`config.mk`:
```
export PLATFORM = sky130hd
export DESIGN_NAME = eal_alu_core
export DESIGN_NICKNAME = d
export VERILOG_FILES = /design/src/eal_pkg.sv /design/src/eal_adder8.sv /design/src/eal_alu_core.sv
export VERILOG_INCLUDE_DIRS = /design/src
export SDC_FILE = /design/constraint.sdc
export NUM_CORES = 1
export LEC_CHECK = 0
export ABC_AREA = 0
export ABC_CLOCK_PERIOD_IN_PS = 4050
export BUFFER_PORTS_ARGS = -buffer_cell sky130_fd_sc_hd__buf_2
export CAP_MARGIN = 20
export CORE_AREA = 5 5 99 101
export DETAILED_ROUTE_END_ITERATION = 10
export DIE_AREA = 0 0 104 106
export PLACE_DENSITY = 0.65
export SYNTH_ARGS = -nofsm -noshare
export SYNTH_HDL_FRONTEND = slang
export SYNTH_HIERARCHICAL = 1
export SYNTH_SLANG_ARGS = --single-unit
export TNS_END_PERCENT = 1
```
`constraint.sdc`:
```
create_clock -name ref_clk -period 4.05 [get_ports ref_clk]
set_clock_uncertainty 0.15 [all_clocks]
set_input_delay 0.81 -clock ref_clk [delete_from_list [all_inputs] [get_ports ref_clk]]
set_output_delay 0.81 -clock ref_clk [all_outputs]
set_load 0.01 [all_outputs]
```
`src/eal_defines.svh`:
```
`ifndef EAL_DEFINES_SVH
`define EAL_DEFINES_SVH

// ----------------------------------------
// Status flag bit positions
// ----------------------------------------
`define EAL_FLAG_C 0
`define EAL_FLAG_Z 1
`define EAL_FLAG_N 2
`define EAL_FLAG_V 3
`define EAL_FLAG_S 4
`define EAL_FLAG_H 5

// ----------------------------------------
// Reset values
// ----------------------------------------
`define EAL_FLAGS_RST 6'h00
`define EAL_BYTE_RST 8'h00
`define EAL_IDX_RST 5'h00

// ----------------------------------------
// Byte constants
// ----------------------------------------
`define EAL_BYTE_ALL 8'hFF
`define EAL_BYTE_ZERO 8'h00
`define EAL_BYTE_ONE 8'h01
`define EAL_IDX_ONE 5'h01

// ----------------------------------------
// Flag update masks (H S V N Z C)
// ----------------------------------------
`define EAL_MASK_ARITH 6'h2F
`define EAL_MASK_LOGIC 6'h0E
`define EAL_MASK_ONES 6'h0F
`define EAL_MASK_WORD 6'h1F
`define EAL_MASK_NONE 6'h00

// ----------------------------------------
// Timing counts in clock cycles
// ----------------------------------------
`define EAL_CYCLES_BYTE 1
`define EAL_CYCLES_WORD 2

`endif

```
`src/eal_pkg.sv`:
```
package eal_pkg;

  // ----------------------------------------
  // Operation codes
  // ----------------------------------------
  typedef enum logic [4:0] {
    EAL_OP_ADD = 5'h00,
    EAL_OP_ADD_CARRY = 5'h01,
    EAL_OP_WORD_IMMEDIATE_SUM = 5'h02,
    EAL_OP_SUBTRACT = 5'h03,
    EAL_OP_DIFFERENCE_IMMEDIATE = 5'h04,
    EAL_OP_BORROW_DIFFERENCE = 5'h05,
    EAL_OP_BORROW_DIFFERENCE_IMMEDIATE = 5'h06,
    EAL_OP_WORD_IMMEDIATE_DIFFERENCE = 5'h07,
    EAL_OP_AND = 5'h08,
    EAL_OP_CONJUNCTION_IMMEDIATE = 5'h09,
    EAL_OP_OR = 5'h0A,
    EAL_OP_UNION_IMMEDIATE = 5'h0B,
    EAL_OP_BITWISE_XOR = 5'h0C,
    EAL_OP_ONES_INVERT = 5'h0D,
    EAL_OP_TWOS_INVERT = 5'h0E,
    EAL_OP_BITS_SET_MASK = 5'h0F,
    EAL_OP_BITS_CLEAR_MASK = 5'h10,
    EAL_OP_INCREMENT = 5'h11,
    EAL_OP_MINUS_ONE = 5'h12,
    EAL_OP_ZERO_SIGN_CHECK = 5'h13,
    EAL_OP_ZERO_REGISTER = 5'h14
  } eal_op_t;

  typedef logic [4:0] eal_reg_idx_t;
  typedef logic [7:0] eal_byte_t;

  // ----------------------------------------
  // Request, write-back and flag carriers
  // ----------------------------------------
  typedef struct packed {
    eal_op_t op;
    eal_reg_idx_t dst_idx;
    eal_byte_t dst_val;
    eal_byte_t dst_hi_val;
    eal_byte_t source_reg;
    eal_byte_t imm;
  } eal_req_t;

  typedef struct packed {
    eal_reg_idx_t addr;
    eal_byte_t data;
  } eal_wr_t;

  typedef struct packed {
    logic h;
    logic s;
    logic v;
    logic n;
    logic z;
    logic c;
  } eal_flags_t;

  // ----------------------------------------
  // Sequencer states
  // ----------------------------------------
  typedef enum logic [1:0] {
    EAL_ST_IDLE = 2'b01,
    EAL_ST_WORD_HI = 2'b10
  } eal_state_t;

endpackage

```
`src/eal_adder8.sv`:
```
`timescale 1ns/1ps
`default_nettype none

module eal_adder8
  import eal_pkg::*;
(
  input wire eal_byte_t a,
  input wire eal_byte_t b,
  input wire logic cin,
  input wire logic sub,
  output eal_byte_t sum,
  output logic carry,
  output logic half,
  output logic ovf
);

  logic [7:0] b_eff;
  logic cin_eff;
  logic [8:0] full;
  logic [4:0] low;

  // Subtract as a plus inverted b plus inverted borrow
  assign b_eff = sub ? ~b : b;
  assign cin_eff = sub ? ~cin : cin;
  assign full = {1'b0, a} + {1'b0, b_eff} + {8'h00, cin_eff};
  assign low = {1'b0, a[3:0]} + {1'b0, b_eff[3:0]} + {4'h0, cin_eff};

  // Carry and half carry turn into borrows when subtracting
  assign sum = full[7:0];
  assign carry = sub ? ~full[8] : full[8];
  assign half = sub ? ~low[4] : low[4];
  assign ovf = (a[7] == b_eff[7]) && (full[7] != a[7]);

endmodule // eal_adder8

`default_nettype wire

```
`src/eal_alu_core.sv`:
```
// Contract
// - Add and add-with-carry write sum, update Z C N V H, one cycle.
// - Word immediate sum adds constant to register pair, updates Z C N V S, two cycles.
// - Subtract register or immediate into destination, updates Z C N V H, one cycle.
// - Borrow difference also subtracts carry, updates Z C N V H, one cycle.
// - Word immediate difference subtracts constant from pair, updates Z C N V S, two cycles.
// - AND with register or immediate updates only Z N V, one cycle.
// - OR forms and register XOR update only Z N V, one cycle.
// - Bit set ORs mask, bit clear ANDs with FF minus mask; Z N V.
// - Increment and decrement update only Z N V, carry kept, one cycle.
// - Test ANDs register with itself, clear XORs to zero; Z N V.
`timescale 1ns/1ps
`include "eal_defines.svh"
`default_nettype none

module eal_alu_core
  import eal_pkg::*;
(
  input wire logic ref_clk,
  input wire logic rst_n,
  input wire logic req_valid,
  input wire eal_req_t req,
  output logic req_ready,
  output logic wr_valid,
  output eal_wr_t wr,
  output eal_flags_t flags,
  output logic op_illegal
);

  // ----------------------------------------
  // Helpers
  // ----------------------------------------

  // Byte equals zero
  function automatic logic eal_is_zero(input eal_byte_t v);
    return (v == `EAL_BYTE_ZERO);
  endfunction

  // Update only the flags selected by the mask
  function automatic logic [5:0] eal_merge(input logic [5:0] old_v, input logic [5:0] val, input logic [5:0] mask);
    return (old_v & ~mask) | (val & mask);
  endfunction

  // ----------------------------------------
  // Declarations
  // ----------------------------------------
  eal_state_t state_q;
  eal_state_t state_d;
  eal_flags_t flags_q;
  eal_flags_t flags_d;
  eal_byte_t hi_q;
  eal_reg_idx_t hi_idx_q;
  logic carry_q;
  logic word_sub_q;
  logic lo_zero_q;
  logic wr_valid_q;
  eal_wr_t wr_q;
  eal_wr_t wr_d;
  logic illegal_q;

  eal_op_t op;
  logic take;
  logic in_hi;
  logic op_word_sum;
  logic op_word_diff;
  logic op_word;
  logic op_carry_in;
  logic op_sub;
  logic op_arith8;
  logic op_step;
  logic op_ones;
  logic op_and_cls;
  logic op_or_cls;
  logic op_xor_cls;
  logic op_logic;
  logic op_imm;
  logic op_known;

  eal_byte_t add_a;
  eal_byte_t add_b;
  logic add_cin;
  logic add_sub;
  eal_byte_t add_sum;
  logic add_carry;
  logic add_half;
  logic add_ovf;

  eal_byte_t opnd;
  eal_byte_t and_res;
  eal_byte_t or_res;
  eal_byte_t xor_res;
  eal_byte_t clear_res;
  eal_byte_t ones_res;
  eal_byte_t logic_res;
  eal_byte_t byte_res;
  logic [5:0] byte_val;
  logic [5:0] byte_mask;
  logic [5:0] word_val;
  logic byte_v;
  logic byte_c;

  // ----------------------------------------
  // Request decode
  // ----------------------------------------

  // Handshake and sequencing state
  assign op = req.op;
  assign in_hi = (state_q == EAL_ST_WORD_HI);
  assign req_ready = (state_q == EAL_ST_IDLE);
  assign take = req_valid && req_ready;

  // Word pair operations
  assign op_word_sum = (op == EAL_OP_WORD_IMMEDIATE_SUM);
  assign op_word_diff = (op == EAL_OP_WORD_IMMEDIATE_DIFFERENCE);
  assign op_word = op_word_sum || op_word_diff;

  // Carry-consuming forms
  assign op_carry_in = (op == EAL_OP_ADD_CARRY) || (op == EAL_OP_BORROW_DIFFERENCE)
                    || (op == EAL_OP_BORROW_DIFFERENCE_IMMEDIATE);

  // Adder runs as subtractor
  assign op_sub = (op == EAL_OP_SUBTRACT) || (op == EAL_OP_DIFFERENCE_IMMEDIATE)
               || (op == EAL_OP_BORROW_DIFFERENCE) || (op == EAL_OP_BORROW_DIFFERENCE_IMMEDIATE)
               || (op == EAL_OP_TWOS_INVERT) || (op == EAL_OP_MINUS_ONE) || op_word_diff;

  // Byte arithmetic with full Z C N V H update
  assign op_arith8 = (op == EAL_OP_ADD) || (op == EAL_OP_ADD_CARRY)
                  || (op == EAL_OP_SUBTRACT) || (op == EAL_OP_DIFFERENCE_IMMEDIATE)
                  || (op == EAL_OP_BORROW_DIFFERENCE) || (op == EAL_OP_BORROW_DIFFERENCE_IMMEDIATE)
                  || (op == EAL_OP_TWOS_INVERT);

  // Increment and decrement
  assign op_step = (op == EAL_OP_INCREMENT) || (op == EAL_OP_MINUS_ONE);
  assign op_ones = (op == EAL_OP_ONES_INVERT);

  // Logic classes
  assign op_and_cls = (op == EAL_OP_AND) || (op == EAL_OP_CONJUNCTION_IMMEDIATE)
                   || (op == EAL_OP_ZERO_SIGN_CHECK);
  assign op_or_cls = (op == EAL_OP_OR) || (op == EAL_OP_UNION_IMMEDIATE)
                  || (op == EAL_OP_BITS_SET_MASK);
  assign op_xor_cls = (op == EAL_OP_BITWISE_XOR) || (op == EAL_OP_ZERO_REGISTER);
  assign op_logic = op_and_cls || op_or_cls || op_xor_cls || op_ones
                 || (op == EAL_OP_BITS_CLEAR_MASK);

  // Second operand from the instruction constant
  assign op_imm = (op == EAL_OP_DIFFERENCE_IMMEDIATE) || (op == EAL_OP_BORROW_DIFFERENCE_IMMEDIATE)
               || op_word || (op == EAL_OP_CONJUNCTION_IMMEDIATE) || (op == EAL_OP_UNION_IMMEDIATE)
               || (op == EAL_OP_BITS_SET_MASK) || (op == EAL_OP_BITS_CLEAR_MASK);

  assign op_known = op_word || op_arith8 || op_step || op_logic;

  // ----------------------------------------
  // Adder operand selection
  // ----------------------------------------

  // Second word cycle adds the stored carry to, or subtracts the stored borrow from, the high byte
  assign add_a = in_hi ? hi_q
               : (op == EAL_OP_TWOS_INVERT) ? `EAL_BYTE_ZERO
               : req.dst_val;
  assign add_b = in_hi ? `EAL_BYTE_ZERO
               : (op == EAL_OP_TWOS_INVERT) ? req.dst_val
               : op_step ? `EAL_BYTE_ONE
               : op_imm ? req.imm
               : req.source_reg;
  assign add_cin = in_hi ? carry_q
                 : op_carry_in ? flags_q.c
                 : 1'b0;
  assign add_sub = in_hi ? word_sub_q : op_sub;

  eal_adder8 u_adder (
    .a(add_a),
    .b(add_b),
    .cin(add_cin),
    .sub(add_sub),
    .sum(add_sum),
    .carry(add_carry),
    .half(add_half),
    .ovf(add_ovf)
  );

  // ----------------------------------------
  // Logic unit
  // ----------------------------------------

  // Register or constant second operand
  assign opnd = op_imm ? req.imm : req.source_reg;

  // Test ANDs the register with itself
  assign and_res = req.dst_val & ((op == EAL_OP_ZERO_SIGN_CHECK) ? req.dst_val : opnd);
  assign or_res = req.dst_val | opnd;
  // Clear XORs the register with itself
  assign xor_res = req.dst_val ^ ((op == EAL_OP_ZERO_REGISTER) ? req.dst_val : req.source_reg);
  assign clear_res = req.dst_val & (`EAL_BYTE_ALL - req.imm);
  assign ones_res = `EAL_BYTE_ALL - req.dst_val;

  assign logic_res = op_and_cls ? and_res
                   : op_or_cls ? or_res
                   : op_xor_cls ? xor_res
                   : (op == EAL_OP_BITS_CLEAR_MASK) ? clear_res
                   : ones_res;

  // ----------------------------------------
  // Flag results
  // ----------------------------------------

  // Byte result and its flag values
  assign byte_res = (op_arith8 || op_step) ? add_sum : logic_res;
  assign byte_v = (op_arith8 || op_step) ? add_ovf : 1'b0;
  assign byte_c = op_ones ? 1'b1 : add_carry;
  assign byte_val = {add_half, 1'b0, byte_v, byte_res[7], eal_is_zero(byte_res), byte_c};

  // Which flags the byte operation may touch
  assign byte_mask = op_arith8 ? `EAL_MASK_ARITH
                   : op_ones ? `EAL_MASK_ONES
                   : (op_step || op_logic) ? `EAL_MASK_LOGIC
                   : `EAL_MASK_NONE;

  // Word flags from the high-byte pass and the saved low-byte zero
  assign word_val = {1'b0, add_sum[7] ^ add_ovf, add_ovf, add_sum[7],
                     lo_zero_q && eal_is_zero(add_sum), add_carry};

  // Next flag state
  always_comb
  begin
    flags_d = flags_q;
    if (in_hi)
    begin
      flags_d = eal_flags_t'(eal_merge(flags_q, word_val, `EAL_MASK_WORD));
    end
    else if (take && !op_word)
    begin
      flags_d = eal_flags_t'(eal_merge(flags_q, byte_val, byte_mask));
    end
  end

  // ----------------------------------------
  // Write-back selection
  // ----------------------------------------

  // Low byte goes to the named register, high byte to the next one
  always_comb
  begin
    wr_d.addr = req.dst_idx;
    wr_d.data = op_word ? add_sum : byte_res;
    if (in_hi)
    begin
      wr_d.addr = hi_idx_q;
      wr_d.data = add_sum;
    end
  end

  // ----------------------------------------
  // Sequencer
  // ----------------------------------------

  // Word operations hold off requests for their second cycle
  always_comb
  begin
    state_d = state_q;
    unique case (state_q)
      EAL_ST_IDLE:
      begin
        if (take && op_word)
        begin
          state_d = EAL_ST_WORD_HI;
        end
      end
      EAL_ST_WORD_HI:
      begin
        state_d = EAL_ST_IDLE;
      end
    endcase
  end

  // ----------------------------------------
  // Registers
  // ----------------------------------------

  // State and flags
  always_ff @(posedge ref_clk or negedge rst_n)
  begin
    if (!rst_n)
    begin
      state_q <= EAL_ST_IDLE;
      flags_q <= eal_flags_t'(`EAL_FLAGS_RST);
    end
    else
    begin
      state_q <= state_d;
      flags_q <= flags_d;
    end
  end

  // Word high-byte context captured with the low byte
  always_ff @(posedge ref_clk or negedge rst_n)
  begin
    if (!rst_n)
    begin
      hi_q <= `EAL_BYTE_RST;
      hi_idx_q <= `EAL_IDX_RST;
      carry_q <= 1'b0;
      word_sub_q <= 1'b0;
      lo_zero_q <= 1'b0;
    end
    else if (take && op_word)
    begin
      hi_q <= req.dst_hi_val;
      hi_idx_q <= req.dst_idx + `EAL_IDX_ONE;
      carry_q <= add_carry;
      word_sub_q <= op_word_diff;
      lo_zero_q <= eal_is_zero(add_sum);
    end
  end

  // Write-back port and illegal-code pulse
  always_ff @(posedge ref_clk or negedge rst_n)
  begin
    if (!rst_n)
    begin
      wr_valid_q <= 1'b0;
      wr_q <= '0;
      illegal_q <= 1'b0;
    end
    else
    begin
      wr_valid_q <= (take && op_known) || in_hi;
      wr_q <= wr_d;
      illegal_q <= take && !op_known;
    end
  end

  // ----------------------------------------
  // Outputs
  // ----------------------------------------
  assign wr_valid = wr_valid_q;
  assign wr = wr_q;
  assign flags = flags_q;
  assign op_illegal = illegal_q;

endmodule // eal_alu_core

`default_nettype wire

```
==> results by group <==
Detailed routing
  – Drt pass-1 iters: 5
  – Vias: around 3600
  – Via/cell ratio: about 5.6
  – WL final: between 10 and 15 mm
  – # DRC: 0
  – WL per Instance: 16.64 um
  – Starting DRC count in detailed routing: 156
  – Post-DRT Antenna Nets: 0

Run status
  – Failing checks: setup timing
  – Status: finished, violations left

Clocking
  – CTS sink cnt: 39
  – Clock transition at path regs: 0.08 ns
  – Clk_lat worst skew: 0.29 ns
  – Num CTS Buffers: 5
  – Root Driver: clkbuf_8
  – H-tree level count: 2
  – CTS tree: built
  – Bufs on Longest Clock Path: 2

Global route
  – First-pass GRT wire length: roughly 18 mm
  – Total track usage: 19.54%
  – Grt total ovfl: 0
  – Largest net degree at the start of global routing: 40
  – Vias in the first global route: 3667
  – Antenna violations before repair: 0

Worst hold path
  – Worst min path class: register to register
  – Hold Startpoint: hi_idx_q[3]

Synth
  – Asr flop ratio synth: 100.0%
  – Synth area leaders: dfrtp_1 (28%), nand2_1 (6.1%), a21oi_1 (5.0%), xor2_1 (4.9%), o21ai_0 (4.7%)
  – Netlist cell types: 67
  – Post-synth top area cell: dfrtp_1
  – Synth top area share: around 28%
  – Number of synthesized flops with an enable pin: 0
  – Ys Warns: 6
  – Synthesized cell area: roughly 3400 um^2
  – Primary FF master, synth: dfrtp_1
  – Sequential area share after synthesis: between 20% and 30%
  – Seq cells post-synth: 39
  – Synth Area per Inst: slightly above 8 um^2
  – Synthesized instance count: 420
  – Syn Nets: ~480

Power and ir drop
  – Sequential Power Share: between 15 and 20%
  – P_leak: ~0.0021 uW
  – Logic pwr share: about three quarters
  – Int Pwr: about 2100 uW
  – Psw: 1668 uW
  – Power per standard cell area: slightly above 800 nW/um^2
  – Clk network pwr share: around 6.7%
  – Sw Ratio: 44.55%
  – Maximum vdd drop: just under 0.0005 V

Worst setup path
  – Crit path arrival time: 4.20 ns
  – Critical Path RT: 4.11 ns
  – Origin of the critical flop-to-flop path: state_q[1]
  – Critical Path Source: req[40]
  – CP Class: input pin to register
  – CP endpoint kind: register
  – Critical Path Source Type: input pin
  – Crit-path max FO: 5
  – Worst reg2reg setup slack: 0.55 ns

STA
  – Unrepaired setup endpoints after global routing: yes
  – Final min period: slightly above 4 ns
  – Slew Limit Fails: 0
  – Setup TNS: -0.2514 ns
  – Final WS setup: -0.09034 ns
  – Final Hold Viols: 0
  – Min Hold Slack: approximately 0.32 ns
  – Post-route clock period utilization: 102.2%
  – Max-slew headroom: between 40% and 50%
  – Final setup fails: 4
  – Least-Margin Pin Slew: 0.8635 ns
  – Fmax: approximately 240 MHz

Run
  – Max Cap Viol: 0

Die
  – Ports: 67
  – Chip height: roughly 110 um
  – FP Rows: 35
  – Core Area: 8934 um^2
  – Effective utilization at floorplan: between 30% and 40%
  – Die area: approximately 11000 um^2
  – Die Wd: between 100 and 150 um

Place
  – Placer Congestion: a little over 0.9
  – Placed instance area: approximately 4200 um^2
  – Port Buffers: between 60 and 70
  – HPWL after DPL: ~8.4 mm
  – DP Cell Count: 628

Finish
  – Most common cell after layout, fill and taps aside: buf_4
  – Commonest cells after routing, fill and taps aside: buf_4 (67), buf_2 (65), nand2_1 (54)
  – Design Area, Final: about 4500 um^2
  – Share of cells above drive strength 1: between 30% and 40%
  – Synthesis-to-finish area growth: 33.54%
  – Ant diodes: 0
  – Final #Nets: between 500 and 600
  – FILL cells: 878
  – Post-Layout Cell Count: approximately 650
-- worst paths after layout --
path,end,cells past startpoint
max in group asynchronous,op_illegal,1
min reg2reg,wr[11],2
min,wr[11],2
max reg2reg,register,13
max,register,15
min in group asynchronous,wr_valid,1
-- cells in the mapped netlist, types with 4 or more instances --
library cell	n
nand2_1	55
dfrtp_1	38
nor2_1	35
a21oi_1	34
o21ai_0	32
xor2_1	19
clkbuf_1	15
nand3_1	14
mux2_2	13
xnor2_1	11
ha_1	8
nor3_1	8
a21o_1	7
nand2b_1	7
buf_2	6
buf_1	5
inv_1	5
o31ai_1	5
a211oi_1	4
a22oi_1	4
a311oi_1	4
a31oi_1	4
nand3b_1	4
nand4_1	4
nor2b_1	4
o211ai_1	4
-- power by group through the flow --
stage / Sequential [uW] / Combinational (uW) / Clock (uW)
final: 618 / 2870 / 252
after global routing: 637 / 3130 / 279
after CTS: 618 / 2660 / 265
after detailed placement: 626 / 2350 / 0
after global placement: 621 / 2320 / 0
after floorplan: 666 / 1330 / 0
-- per-stage QoR --
stage	total power (uW)	utilization (%)	setup WS (ns)
final	3744	50.69	-0.09034
after global routing	4042	50.69	-0.2597
after CTS	3539	49.86	-0.08977
after detailed placement	2975	46.86	-0.5309
after global placement	2939	46.86	-0.5415
after floorplan	1994	-	-0.3551
-- routing by layer --
metal | GRT usage (%) | part of all wire [%] | vias to the layer above
met5 | 0 | 0 | -
met4 | 5.180 | 2.0 | 0
met3 | 3.218 | 5.3 | 23
met2 | 32.88 | 49 | 125
met1 | 26.06 | 44 | 1707
li1 | - | - | 1747
-- cell type report --
type	count	area (um^2)	area share, %
tap	111	138.9	3.067
sequential	39	977.2	21.58
clock inverter	1	5.005	0.1105
timing repair buffer	136	873.3	19.29
clock buffer	7	76.32	1.686
inverter	5	18.77	0.4145
multi-input combinational	346	2439	53.85
-- cells by family after synthesis --
logic type                 count (synthesis)  synth area share, %
DFF                                       39                28.82
muxes                                     14                4.613
xor gates and xnor gates                  30                7.749
AOI/OAI and AO/OA                        135                26.97
and+or+nand+nor                          157                22.84
buffers and inverters                     35                4.871
adders and majority gates                 10                4.133
-- critical path: stages --
cell,delay (ns)
buf_6,0.09
or4b_4,0.54
o32a_4,0.24
nand3_2,0.09
nand2_2,0.06
o221a_4,0.22
xor2_2,0.15
fa_2,0.40
fa_2,0.40
a21o_1,0.16
a21oi_1,0.30
xnor2_2,0.18
a22oi_2,0.23
nand4_1,0.15
o211ai_2,0.17
-- repair_timing --
action / CTS / global route
resized for setup: 21 / 17
setup buffers: 9 / 0
setup endpoints to repair: 8 / 12
hold buffers: 0 / 0
pin swaps: 15 / 6
(Power assumes the default switching activity.)
